File: src/hdl/tcc_pkg.sv
// shared constants for the terminal control code interpreter
// assumes a 125 MHz system clock and 7-bit character codes
package tcc_pkg;
  localparam int unsigned CLK_KHZ  = 125000;
  localparam int unsigned ALARM_MS = 500;  // bell tone length
  localparam int unsigned RPT_MS   = 200;  // five codes per second

  localparam int PW = 17;  // synchronised pin vector
  localparam int P_CODE = 0;
  localparam int P_DOWN = 7;
  localparam int P_ESC  = 8;
  localparam int P_CTL  = 9;
  localparam int P_RPT  = 10;
  localparam int P_AUTO = 11;
  localparam int P_LF2  = 12;
  localparam int P_INH  = 13;
  localparam int P_LOC  = 14;
  localparam int P_CTS  = 15;
  localparam int P_DSR  = 16;

  localparam logic [7:0] A_CTRL = 8'h00;
  localparam logic [7:0] A_STAT = 8'h04;
  localparam logic [7:0] A_MSG  = 8'h08;
  localparam int CTRL_W = 13;
  localparam int B_TA = 0;  // line turnaround fitted
  localparam int B_TAB = 1;  // horizontal tab fitted
  localparam int B_AB = 2;  // answerback fitted
  localparam int B_VT = 3;  // vertical tab / form feed fitted
  localparam int B_STRAP = 4;  // local motor/suppress codes act
  localparam int B_EOT = 5;  // EOT recognised
  localparam int B_OK = 6;  // able to accept a message
  localparam int MLEN_LO = 8;
  localparam int S_CLR = 12;  // status write: clear interrupt lamp
  localparam int M_IDX_LO = 8;
  localparam logic [CTRL_W-1:0] CTRL_RST = 13'h0020;

  localparam int NCOL = 80;
  localparam logic [6:0] COL_LAST = 7'h4F;
  localparam logic [6:0] COL_STEP = 7'h01;
  localparam int MSG_DEPTH = 20;
  localparam logic [4:0] MSG_MAX = 5'h14;
  localparam logic [4:0] MIDX_STEP = 5'h01;
  localparam logic [1:0] LINES_1 = 2'h1;
  localparam logic [1:0] LINES_2 = 2'h2;

  localparam logic [6:0] C_ETX = 7'h03;
  localparam logic [6:0] C_EOT = 7'h04;
  localparam logic [6:0] C_ENQ = 7'h05;
  localparam logic [6:0] C_ACK = 7'h06;
  localparam logic [6:0] C_BEL = 7'h07;
  localparam logic [6:0] C_BS  = 7'h08;
  localparam logic [6:0] C_HT  = 7'h09;
  localparam logic [6:0] C_LF  = 7'h0A;
  localparam logic [6:0] C_VT  = 7'h0B;
  localparam logic [6:0] C_FF  = 7'h0C;
  localparam logic [6:0] C_CR  = 7'h0D;
  localparam logic [6:0] C_DLE = 7'h10;
  localparam logic [6:0] C_NAK = 7'h15;
  localparam logic [6:0] C_ESC = 7'h1B;
  localparam logic [6:0] C_SP  = 7'h20;
  localparam logic [6:0] C_DEL = 7'h7F;
  localparam logic [6:0] C_0   = 7'h30;
  localparam logic [6:0] C_1   = 7'h31;
  localparam logic [6:0] C_2   = 7'h32;
  localparam logic [6:0] C_COL = 7'h3A;
  localparam logic [6:0] C_SEM = 7'h3B;
  localparam logic [6:0] C_QM  = 7'h3F;
  localparam logic [6:0] C_UH  = 7'h48;
  localparam logic [6:0] C_UJ  = 7'h4A;
  localparam logic [6:0] C_LH  = 7'h68;
  localparam logic [6:0] C_LJ  = 7'h6A;
  localparam logic [6:0] CTL_MASK = 7'h1F;

  typedef enum logic [1:0] {
    TX_IDLE   = 2'b00,
    TX_SECOND = 2'b01,
    TX_MSG    = 2'b10,
    TX_LOAD   = 2'b11
  } tcc_tx_t;
endpackage

File: src/hdl/tcc_msg_mem.sv
// answerback message store, one write port and a registered read port
// assumes writes come from the bus slave in the same clock domain
`timescale 1ns/1ps
`default_nettype none
module tcc_msg_mem
  import tcc_pkg::*;
(
  input  wire logic       clk_i,
  input  wire logic       ce_i,
  input  wire logic       we_i,
  input  wire logic [4:0] waddr_i,
  input  wire logic [6:0] wdata_i,
  input  wire logic [4:0] raddr_i,
  output logic      [6:0] rdata_o
);
  logic [6:0] mem [MSG_DEPTH];

  // no reset: contents are whatever software last loaded
  always_ff @(posedge clk_i) begin
    if (ce_i) begin
      if (we_i && waddr_i < MSG_MAX) begin
        mem[waddr_i] <= wdata_i;
      end
      rdata_o <= (raddr_i < MSG_MAX) ? mem[raddr_i] : C_SP;
    end
  end
endmodule // tcc_msg_mem
`default_nettype wire

File: src/hdl/tcc_top.sv
// keyboard code generation and control code interpreter of a printing terminal
// assumes a Wishbone classic master, a UART on clk_i, panel and modem pins async
// Functional notes
// keyboard issues any 7-bit code, one code at a time only
// tone pulse on each key press, not for escape, control or repeat keys
// escape sent only with a second key; control key alters the other code
// repeat key reissues held key at most five codes per second
// auto newline switch makes return send CR then LF, else CR only
// undefined control codes ignored; receipt-only actions need line input
// with turnaround, local ETX goes to receive, received ETX to transmit
// EOT stops motor and drops request to send
// received ENQ with clear to send sends answerback, then ACK/NAK and turns
// with turnaround ACK turns the line; ENQ answered ACK when able to accept
// BEL sounds alarm half a second; BEL during tone ignored
// backspace moves print column left by one
// HT goes to next tab stop or line end; ignored without tab option
// LF advances one or two lines; VT and FF pulse with option fitted
// CR to column zero, or leftmost tab stop with tab option
// DLE EOT drops terminal ready until set ready goes off, and stops motor
// received DLE ? suppresses print, darkens ready lamp, replies ENQ
// received NAK turns line, lights interrupt lamp, disables keyboard
// ESC 1 sets tab, ESC 2 clears all, ESC 0 pulses reader reverse
// received ESC ; suppresses local print; ESC :, inhibit, local restore
// received ESC H/J switch motor; strap lets local codes act too
// sender waits for motor start and stop; no timing enforced here
// reset clears every tab stop
//
// The register offsets and the Wishbone interface to the registers were decided locally.
`timescale 1ns/1ps
`default_nettype none
module tcc_top
  import tcc_pkg::*;
#(
  parameter int unsigned ALARM_CYC = ALARM_MS * CLK_KHZ,
  parameter int unsigned RPT_CYC   = RPT_MS * CLK_KHZ
) (
  input  wire logic        clk_i,
  input  wire logic        rst_i,
  input  wire logic        ce_i,
  input  wire logic        wb_cyc_i,
  input  wire logic        wb_stb_i,
  input  wire logic        wb_we_i,
  input  wire logic [7:0]  wb_adr_i,
  input  wire logic [31:0] wb_dat_i,
  input  wire logic [3:0]  wb_sel_i,
  output logic      [31:0] wb_dat_o,
  output logic             wb_ack_o,
  input  wire logic [6:0]  key_code_i,
  input  wire logic        key_down_i,
  input  wire logic        esc_key_i,
  input  wire logic        control_modifier_key_i,
  input  wire logic        repeat_key_i,
  input  wire logic        auto_newline_switch_i,
  input  wire logic        lf_double_i,
  input  wire logic        inhibit_sw_i,
  input  wire logic        local_btn_i,
  input  wire logic        cts_i,
  input  wire logic        dsr_i,
  input  wire logic        rx_valid_i,
  input  wire logic [6:0]  rx_data_i,
  output logic             tx_valid_o,
  output logic      [6:0]  tx_data_o,
  input  wire logic        tx_ready_i,
  output logic             key_tone_o,
  output logic             alarm_o,
  output logic             motor_o,
  output logic             rts_o,
  output logic             dtr_o,
  output logic             ready_lamp_o,
  output logic             intr_lamp_o,
  output logic             print_suppress_o,
  output logic             xmit_mode_o,
  output logic      [6:0]  col_o,
  output logic             paper_adv_o,
  output logic      [1:0]  paper_lines_o,
  output logic             vtab_o,
  output logic             form_feed_o,
  output logic             reader_rev_o
);
  typedef struct packed {
    logic [PW-1:0]     s1;
    logic [PW-1:0]     s2;
    logic [PW-1:0]     s3;
    logic [PW-1:0]     flt;
    logic              down_q;
    logic              cts_q;
    logic              ack;
    logic [31:0]       dat;
    logic [CTRL_W-1:0] ctrl;
    logic [6:0]        col;
    logic [NCOL-1:0]   tabs;
    logic              esc_rx;
    logic              dle_rx;
    logic              dle_loc;
    logic              motor;
    logic              rts;
    logic              dtr;
    logic              ready;
    logic              intr;
    logic              kbd_off;
    logic              supp;
    logic              xmit;
    logic [31:0]       alarm_cnt;
    logic              alarm;
    logic [31:0]       rpt_cnt;
    logic              key_pend;
    logic              tone;
    logic              adv;
    logic [1:0]        lines;
    logic              vt;
    logic              ff;
    logic              rrev;
    logic              enq_pend;
    logic              ab_pend;
    logic              stat_pend;
    logic              txv;
    logic [6:0]        txd;
    logic [6:0]        tx2;
    tcc_tx_t           txs;
    logic [4:0]        midx;
  } tcc_state_t;

  tcc_state_t st_r;
  tcc_state_t st_nxt;

  logic [PW-1:0] pins;
  logic [6:0]    msg_q;
  logic [6:0]    k;
  logic [6:0]    c;
  logic [31:0]   stat_word;
  logic [4:0]    msg_len;
  logic          press;
  logic          can_key;
  logic          ev;
  logic          ev_rx;
  logic          esc_c;
  logic          dle_c;
  logic          loc_lf;
  logic          wr;
  logic          mem_we;
  logic          ta;
  logic          strap;

  function automatic logic [6:0] next_tab(input logic [NCOL-1:0] t, input logic [6:0] p);
    logic [6:0] r;
    r = COL_LAST;
    for (int i = NCOL - 1; i >= 0; i--) begin
      if (t[i] && 7'(i) > p) r = 7'(i);
    end
    return r;
  endfunction

  function automatic logic [6:0] left_margin(input logic [NCOL-1:0] t);
    logic [6:0] r;
    r = '0;
    for (int i = NCOL - 1; i >= 0; i--) begin
      if (t[i]) r = 7'(i);
    end
    return r;
  endfunction

  assign pins = {dsr_i, cts_i, local_btn_i, inhibit_sw_i, lf_double_i,
                 auto_newline_switch_i, repeat_key_i, control_modifier_key_i,
                 esc_key_i, key_down_i, key_code_i};
  assign msg_len = st_r.ctrl[MLEN_LO +: 5];
  assign ta = st_r.ctrl[B_TA];
  assign strap = st_r.ctrl[B_STRAP];
  assign wr = wb_cyc_i & wb_stb_i & ~st_r.ack & wb_we_i;
  assign mem_we = wr && wb_adr_i == A_MSG && wb_sel_i[1:0] == 2'b11;
  assign stat_word = {15'h0000, st_r.kbd_off, st_r.alarm, st_r.xmit, st_r.supp,
                      st_r.intr, st_r.ready, st_r.dtr, st_r.rts, st_r.motor,
                      1'b0, st_r.col};

  tcc_msg_mem u_msg (
    .clk_i   (clk_i),
    .ce_i    (ce_i),
    .we_i    (mem_we),
    .waddr_i (wb_dat_i[M_IDX_LO +: 5]),
    .wdata_i (wb_dat_i[6:0]),
    .raddr_i (st_r.midx),
    .rdata_o (msg_q)
  );

  always_comb begin
    st_nxt = st_r;
    press = 1'b0;
    can_key = 1'b0;
    ev = 1'b0;
    ev_rx = 1'b0;
    esc_c = 1'b0;
    dle_c = 1'b0;
    loc_lf = 1'b0;
    c = '0;
    // three-stage pin sync; a change counts once stages two and three agree
    st_nxt.s1 = pins;
    st_nxt.s2 = st_r.s1;
    st_nxt.s3 = st_r.s2;
    st_nxt.flt = (st_r.s3 & ~(st_r.s2 ^ st_r.s3)) | (st_r.flt & (st_r.s2 ^ st_r.s3));
    st_nxt.down_q = st_r.flt[P_DOWN];
    st_nxt.cts_q = st_r.flt[P_CTS];
    st_nxt.tone = 1'b0;
    st_nxt.adv = 1'b0;
    st_nxt.vt = 1'b0;
    st_nxt.ff = 1'b0;
    st_nxt.rrev = 1'b0;

    // bus slave: ack one cycle after the strobe, unmapped reads give zero
    st_nxt.ack = wb_cyc_i & wb_stb_i & ~st_r.ack;
    st_nxt.dat = '0;
    if (st_nxt.ack && !wb_we_i) begin
      case (wb_adr_i)
        A_CTRL: st_nxt.dat = 32'(st_r.ctrl);
        A_STAT: st_nxt.dat = stat_word;
        default: st_nxt.dat = '0;
      endcase
    end
    if (wr && wb_adr_i == A_CTRL) begin
      if (wb_sel_i[0]) st_nxt.ctrl[7:0] = wb_dat_i[7:0];
      if (wb_sel_i[1]) st_nxt.ctrl[CTRL_W-1:8] = wb_dat_i[CTRL_W-1:8];
    end
    // clear first, so a NAK in the same cycle still lights the lamp
    if (wr && wb_adr_i == A_STAT && wb_sel_i[1] && wb_dat_i[S_CLR]) begin
      st_nxt.intr = 1'b0;
      st_nxt.kbd_off = 1'b0;
    end

    if (st_r.flt[P_INH] || st_r.flt[P_LOC]) st_nxt.supp = 1'b0;
    if (st_r.flt[P_CTS] && !st_r.cts_q) st_nxt.ready = 1'b1;
    if (!st_r.flt[P_DSR]) st_nxt.dtr = 1'b1;
    if (st_r.alarm_cnt != '0) st_nxt.alarm_cnt = st_r.alarm_cnt - 32'h1;
    if (st_r.txv && tx_ready_i) st_nxt.txv = 1'b0;

    // keyboard: escape, control and repeat keys are not key_down presses
    press = st_r.flt[P_DOWN] & ~st_r.down_q;
    if (press) begin
      st_nxt.key_pend = 1'b1;
      st_nxt.tone = 1'b1;
    end
    if (st_r.flt[P_RPT] && st_r.flt[P_DOWN]) begin
      if (st_r.rpt_cnt == 32'h1) st_nxt.key_pend = 1'b1;
      if (st_r.rpt_cnt != '0) st_nxt.rpt_cnt = st_r.rpt_cnt - 32'h1;
    end else begin
      st_nxt.rpt_cnt = '0;
    end
    if (st_r.kbd_off) st_nxt.key_pend = 1'b0;
    k = st_r.flt[P_CTL] ? (st_r.flt[P_CODE +: 7] & CTL_MASK)
                        : st_r.flt[P_CODE +: 7];
    // one code in flight at a time; queued replies go first
    can_key = st_r.key_pend & (st_r.txs == TX_IDLE) & ~st_r.txv & ~rx_valid_i
            & ~st_r.enq_pend & ~st_r.ab_pend & ~st_r.stat_pend;

    if (rx_valid_i) begin
      ev = 1'b1;
      ev_rx = 1'b1;
      c = rx_data_i;
      esc_c = st_r.esc_rx;
      dle_c = st_r.dle_rx;
      st_nxt.esc_rx = 1'b0;
      st_nxt.dle_rx = 1'b0;
    end else if (can_key) begin
      ev = 1'b1;
      c = k;
      esc_c = st_r.flt[P_ESC];
      dle_c = st_r.dle_loc;
      st_nxt.dle_loc = 1'b0;
      st_nxt.key_pend = 1'b0;
      st_nxt.rpt_cnt = 32'(RPT_CYC);
      st_nxt.txv = 1'b1;
      st_nxt.rts = 1'b1;
      if (st_r.flt[P_ESC]) begin
        st_nxt.txd = C_ESC;
        st_nxt.tx2 = k;
        st_nxt.txs = TX_SECOND;
      end else begin
        st_nxt.txd = k;
        if (k == C_CR && st_r.flt[P_AUTO]) begin
          st_nxt.tx2 = C_LF;
          st_nxt.txs = TX_SECOND;
          loc_lf = 1'b1;
        end
      end
    end

    if (ev) begin
      if (esc_c) begin
        case (c)
          C_0: st_nxt.rrev = 1'b1;
          C_1: if (st_r.ctrl[B_TAB]) st_nxt.tabs[st_r.col] = 1'b1;
          C_2: if (st_r.ctrl[B_TAB]) st_nxt.tabs = '0;
          C_SEM: if (ev_rx || strap) st_nxt.supp = 1'b1;
          C_COL: if (ev_rx) st_nxt.supp = 1'b0;
          C_UH, C_LH: if (ev_rx || strap) st_nxt.motor = 1'b1;
          C_UJ, C_LJ: if (ev_rx || strap) st_nxt.motor = 1'b0;
          default: ;
        endcase
      end else if (dle_c && c == C_EOT && ta) begin
        st_nxt.dtr = 1'b0;
        st_nxt.motor = 1'b0;
      end else if (dle_c && c == C_QM && ev_rx) begin
        st_nxt.supp = 1'b1;
        st_nxt.ready = 1'b0;
        st_nxt.enq_pend = 1'b1;
      end else begin
        case (c)
          C_ESC: if (ev_rx) st_nxt.esc_rx = 1'b1;
          C_DLE: begin
            if (ev_rx) st_nxt.dle_rx = 1'b1;
            else st_nxt.dle_loc = 1'b1;
          end
          C_ETX: if (ta && (ev_rx != st_r.xmit)) st_nxt.xmit = ev_rx;
          C_EOT: begin
            if (st_r.ctrl[B_EOT]) begin
              st_nxt.motor = 1'b0;
              st_nxt.rts = 1'b0;
            end
          end
          C_ENQ: begin
            if (ev_rx && st_r.flt[P_CTS]) begin
              st_nxt.ab_pend = st_r.ctrl[B_AB];
              st_nxt.stat_pend = ta;
            end
          end
          C_ACK: if (ta) st_nxt.xmit = ~st_r.xmit;
          C_NAK: begin
            if (ta && ev_rx) begin
              st_nxt.xmit = ~st_r.xmit;
              st_nxt.intr = 1'b1;
              st_nxt.kbd_off = 1'b1;
            end
          end
          // a bell during the tone leaves the count alone
          C_BEL: if (st_r.alarm_cnt == '0) st_nxt.alarm_cnt = 32'(ALARM_CYC);
          C_BS: if (st_r.col != '0) st_nxt.col = st_r.col - COL_STEP;
          C_HT: if (st_r.ctrl[B_TAB]) st_nxt.col = next_tab(st_r.tabs, st_r.col);
          C_LF: begin
            st_nxt.adv = 1'b1;
            st_nxt.lines = st_r.flt[P_LF2] ? LINES_2 : LINES_1;
          end
          C_VT: if (st_r.ctrl[B_VT]) st_nxt.vt = 1'b1;
          C_FF: if (st_r.ctrl[B_VT]) st_nxt.ff = 1'b1;
          C_CR: st_nxt.col = st_r.ctrl[B_TAB] ? left_margin(st_r.tabs) : '0;
          default: begin
            // printable graphics advance the column unless locally suppressed
            if (c >= C_SP && c != C_DEL && (ev_rx || !st_r.supp)
                && st_r.col != COL_LAST) begin
              st_nxt.col = st_r.col + COL_STEP;
            end
          end
        endcase
      end
      if (loc_lf) begin
        st_nxt.adv = 1'b1;
        st_nxt.lines = st_r.flt[P_LF2] ? LINES_2 : LINES_1;
      end
    end

    case (st_r.txs)
      TX_IDLE: begin
        if (!st_r.txv) begin
          if (st_r.enq_pend) begin
            st_nxt.enq_pend = 1'b0;
            st_nxt.txv = 1'b1;
            st_nxt.txd = C_ENQ;
          end else if (st_r.ab_pend) begin
            st_nxt.ab_pend = 1'b0;
            st_nxt.midx = '0;
            st_nxt.txs = TX_MSG;
          end else if (st_r.stat_pend) begin
            st_nxt.stat_pend = 1'b0;
            st_nxt.txv = 1'b1;
            st_nxt.txd = st_r.ctrl[B_OK] ? C_ACK : C_NAK;
            st_nxt.xmit = ~st_nxt.xmit;
          end
        end
      end
      TX_SECOND: begin
        if (!st_r.txv) begin
          st_nxt.txv = 1'b1;
          st_nxt.txd = st_r.tx2;
          st_nxt.txs = TX_IDLE;
        end
      end
      TX_MSG: begin
        if (st_r.midx >= msg_len || st_r.midx == MSG_MAX) st_nxt.txs = TX_IDLE;
        else if (!st_r.txv) st_nxt.txs = TX_LOAD;
      end
      TX_LOAD: begin
        st_nxt.txv = 1'b1;
        st_nxt.txd = msg_q;
        st_nxt.midx = st_r.midx + MIDX_STEP;
        st_nxt.txs = TX_MSG;
      end
      default: st_nxt.txs = TX_IDLE;
    endcase
    st_nxt.alarm = st_nxt.alarm_cnt != '0;
  end

  always_ff @(posedge clk_i) begin
    if (rst_i) begin
      st_r <= '0;
      st_r.ctrl <= CTRL_RST;
      st_r.dtr <= 1'b1;
      st_r.txs <= TX_IDLE;
    end else if (ce_i) begin
      st_r <= st_nxt;
    end
  end

  assign wb_dat_o = st_r.dat;
  assign wb_ack_o = st_r.ack;
  assign tx_valid_o = st_r.txv;
  assign tx_data_o = st_r.txd;
  assign key_tone_o = st_r.tone;
  assign alarm_o = st_r.alarm;
  assign motor_o = st_r.motor;
  assign rts_o = st_r.rts;
  assign dtr_o = st_r.dtr;
  assign ready_lamp_o = st_r.ready;
  assign intr_lamp_o = st_r.intr;
  assign print_suppress_o = st_r.supp;
  assign xmit_mode_o = st_r.xmit;
  assign col_o = st_r.col;
  assign paper_adv_o = st_r.adv;
  assign paper_lines_o = st_r.lines;
  assign vtab_o = st_r.vt;
  assign form_feed_o = st_r.ff;
  assign reader_rev_o = st_r.rrev;
endmodule // tcc_top
`default_nettype wire

File: config.mk
export PLATFORM = sky130hd
export DESIGN_NAME = tcc_top
export DESIGN_NICKNAME = d
export VERILOG_FILES = /design/src/hdl/tcc_pkg.sv /design/src/hdl/tcc_msg_mem.sv /design/src/hdl/tcc_top.sv
export SDC_FILE = /design/constraint.sdc
export NUM_CORES = 1
export LEC_CHECK = 0
export ABC_AREA = 1
export BUFFER_PORTS_ARGS = -buffer_cell sky130_fd_sc_hd__buf_2
export CORE_ASPECT_RATIO = 1.25
export CORE_MARGIN = 4
export CORE_UTILIZATION = 45
export DETAILED_ROUTE_END_ITERATION = 12
export SYNTH_ARGS = -nofsm -noshare
export SYNTH_HDL_FRONTEND = slang
export SYNTH_SLANG_ARGS = --single-unit
File: constraint.sdc
create_clock -name clk_i -period 6.1 [get_ports clk_i]
set_input_delay 1.22 -clock clk_i [delete_from_list [all_inputs] [get_ports clk_i]]
set_output_delay 1.22 -clock clk_i [all_outputs]
set_load 0.05 [all_outputs]
==> results.yml <==
run_status:
  status: "finished clean"
setup_path:
  critPathMaxStageDelay_ps: 590
  path_max_fanout: 9
  slowest_stage: "dfxtp_1"
  crit-reg2reg-launch: "col_o[0]"
  ff2ff_path_depth: 64
  end_kind: "flop"
  worstPathRequired_ps: 6580
  critPathMostFrequentCell: "nand2_1"
  worst-setup-path-type: "flop to flop"
  cp.arrival_ps: 5820
  start_kind: "flop"
  r2r_slack_ps: 760
  r2r_end: "col_o[0]"
clock_tree:
  cts-resized-gates: 0
  clk_pin_slew_ps: 60
  cts_setup_buffers: 0
  cts_max_level: 2
  holdBufCountCts: 0
  numCtsBuffers: 47
  cts_tree: "done"
  clockBufferDepth: 3
  cts_num_sinks: 444
  clkLatencyLatePin_ps: 590
  cts_root_buf: "clkbuf_16"
timing:
  slew_headroom_pct: 17.4
  finalClockSkew_ps: 17.9
  max_freq_mhz: 187
  hold_viol: 0
  fin_crit_sh_pct: 87.5
  slew_violations: 0
  rsz0062_at_grt: "false"
  fin_setup_tns_ps: 0
  setup_viol: 0
  layout_min_cycle_time_ps: 5340
  worst_slew_pin_slew_ps: 1240
placement:
  gp_congestion: 0.992
  port_buffers: 102
  place.detailed.hpwl_um: 50900
global_route:
  grt_max_degree: 153
  grt_overflow_total: 0
  grt.total_usage_pct: 25.5
  antenna_found_initial: 0
  grt_pass1_vias: 20300
  grt_pass1_wl_um: 111000
power:
  p_sw_share_pct: 30.9
  p_sw_mw: 2.32
  p_per_area_nw_per_um2: 300
  p_int_mw: 5.19
  power.share.clock_pct: 37.9
  pwr-share-comb_pct: 19.6
  pwr-share-seq_pct: 42.5
  p_leak_nw: 10.3
  ir_drop_mv: 0.237
synth:
  syn-cell-area_um2: 22700
  async_reset_ff_share_pct: 0
  ys.warnings.count: 0
  ys_ff_latch: 444
  syn_inst: 3103
  synth_area_per_cell_um2: 7.33
  synth-edff-count: 147
  synth_flop_cell: "dfxtp_1"
  yosysSeqAreaShare_pct: 45.6
  synth_cell_type_count: 57
detailed_routing:
  first_pass_iters: 6
  drc: 0
  routed_via_density: 5.53
  drtAntennaViolNets: 0
  post_drt_wl_per_cell_um: 18.7
  vias: 21100
  wirelength_um: 71400
  drt-initial-drc-count: 1852
floorplanning:
  start_util_pct: 45.8
  core_area_um2: 49600
  rows: 91
  ioPinCount: 139
  die_h_um: 259
  dieArea_um2: 54200
  die_w_um: 209
hold_path:
  min_from: "st_r[243]"
  min_path_cells: 2
  worstHoldPathType: "flop to flop"
  hold_end: "st_r[243]"
cells_and_area:
  final_nets: 3227
  drive_gt1_share_pct: 7.67
  syn2layout_area_growth_pct: 10.4
  n_antenna_cell: 0
  fin_util_pct: 50.5
flow_run:
  cap_violations: 0
[cell families (layout without fill, tap and decap cells)]
kind of cell	after synthesis	count (layout)	synth area share [%]
other	1	15	0.0165
AND/OR/NAND/NOR	1350	1350	24.5
flip-flops	444	444	45.6
XOR/XNOR	35	35	1.35
AO/OA/AOI/OAI	718	718	17.9
buffers and inverters	538	589	9.81
adder cells (fa/ha/maj)	17	17	0.936
[through the flow]
stage / worst slack (ps) / std cells / cell area (um^2) / power (mW) / hold slack (ps)
after detailed placement: 875 / 3736 / 23600 / 4.71 / 442
after global placement: 814 / 3736 / 23600 / 4.68 / 438
after global routing: 108 / 3819 / 25100 / 7.92 / 481
final: 761 / 3819 / 25100 / 7.52 / 451
after floorplan: 1780 / 3117 / 22800 / 4.37 / 429
after CTS: 833 / 3819 / 25100 / 7.56 / 452
[cells in the final DEF, fill, tap and decap left out, types with 31 or more instances in the layout]
cell / netlist / layout
a21oi_1: 287 / 287
nand2_1: 517 / 517
clkbuf_16: 0 / 48
dfxtp_1: 297 / 296
edfxtp_1: 147 / 147
o211ai_1: 35 / 35
buf_4: 52 / 31
o21ai_0: 248 / 248
inv_1: 356 / 355
nor3_1: 66 / 65
nand3_1: 129 / 129
buf_2: 2 / 100
nor2_1: 558 / 555
[critical path, delay by kind of cell, from the launching register on]
| family | cells | cell delay (ps) |
|---|---|---|
| and+or+nand+nor | 49 | 2830 |
| AOI/OAI and AO/OA | 10 | 1050 |
| DFF | 1 | 590 |
| buffers and inverters | 4 | 550 |
| adders and majority gates | 1 | 270 |
[registers in the layout, indices dropped and copies added (netlist names), 2 cells and up, named ones only]
name and cells:
col_o 7, msg_len 5, paper_lines_o 2, st_nxt 34, st_r 191, tx_data_o 7, u_msg.mem 140, u_msg.rdata_o 7
wb_dat_o 17
[synthesized netlist by cell type (6+ instances only)]
master | instances | share of area (%)
nor2_1 | 558 | 9.2
nand2_1 | 517 | 8.5
inv_1 | 356 | 5.9
dfxtp_1 | 297 | 26
a21oi_1 | 287 | 6.3
o21ai_0 | 248 | 5.5
edfxtp_1 | 147 | 19
nand3_1 | 129 | 2.8
clkbuf_1 | 104 | 1.7
nor3_1 | 66 | 1.5
buf_4 | 52 | 1.7
o211ai_1 | 35 | 1.2
o22ai_1 | 30 | 0.83
nand4_1 | 25 | 0.69
xor2_1 | 25 | 0.96
nor4_1 | 23 | 0.63
a211oi_1 | 21 | 0.69
a31oi_1 | 17 | 0.47
ha_1 | 17 | 0.94
o221ai_1 | 14 | 0.54
inv_2 | 13 | 0.21
xnor2_1 | 10 | 0.39
a221oi_1 | 9 | 0.35
a32oi_1 | 8 | 0.31
a41oi_1 | 8 | 0.31
nor3b_1 | 7 | 0.23
or2_2 | 7 | 0.19
a2111oi_0 | 6 | 0.23
buf_1 | 6 | 0.099
o31ai_1 | 6 | 0.20
[power by group through the flow]
stage                     registers (mW)  logic [mW]  clock network [mW]
after CTS                           3.20        1.46                2.91
after detailed placement            3.26        1.45                   0
final                               3.20        1.47                2.85
after global placement              3.26        1.43                   0
after floorplan                     3.25        1.13                   0
after global routing                3.21        1.69                3.02
[area by class of cell]
| class | count | area, um^2 |
|---|---|---|
| Sequential cell | 444 | 10400 |
| Clock inverter | 19 | 193 |
| Tap cell | 651 | 815 |
| Timing Repair Buffer | 133 | 773 |
| Clock buffer | 64 | 1320 |
| Fill cell | 4956 | 24600 |
| Inverter | 373 | 1410 |
| Multi-Input combinational cell | 2135 | 10200 |
[how the worst max path moves through the flow]
stage,from,endpoint,cells after the start
finish,col_o[0],col_o[0],64
global route,col_o[0],col_o[0],64
floorplan,col_o[0],col_o[0],65
detailed placement,col_o[0],col_o[0],64
global placement,col_o[0],col_o[0],61
CTS,col_o[0],col_o[0],64
[layer usage]
layer | wire [um] | track usage, % | vias to the layer above
met5 | 0 | 0 | -
met4 | 2850 | 10.1 | 0
met3 | 3950 | 3.47 | 143
met2 | 35100 | 44.5 | 701
met1 | 29500 | 31.9 | 9925
li1 | - | - | 10400
Note: power is estimated with default switching activity, not from simulation.
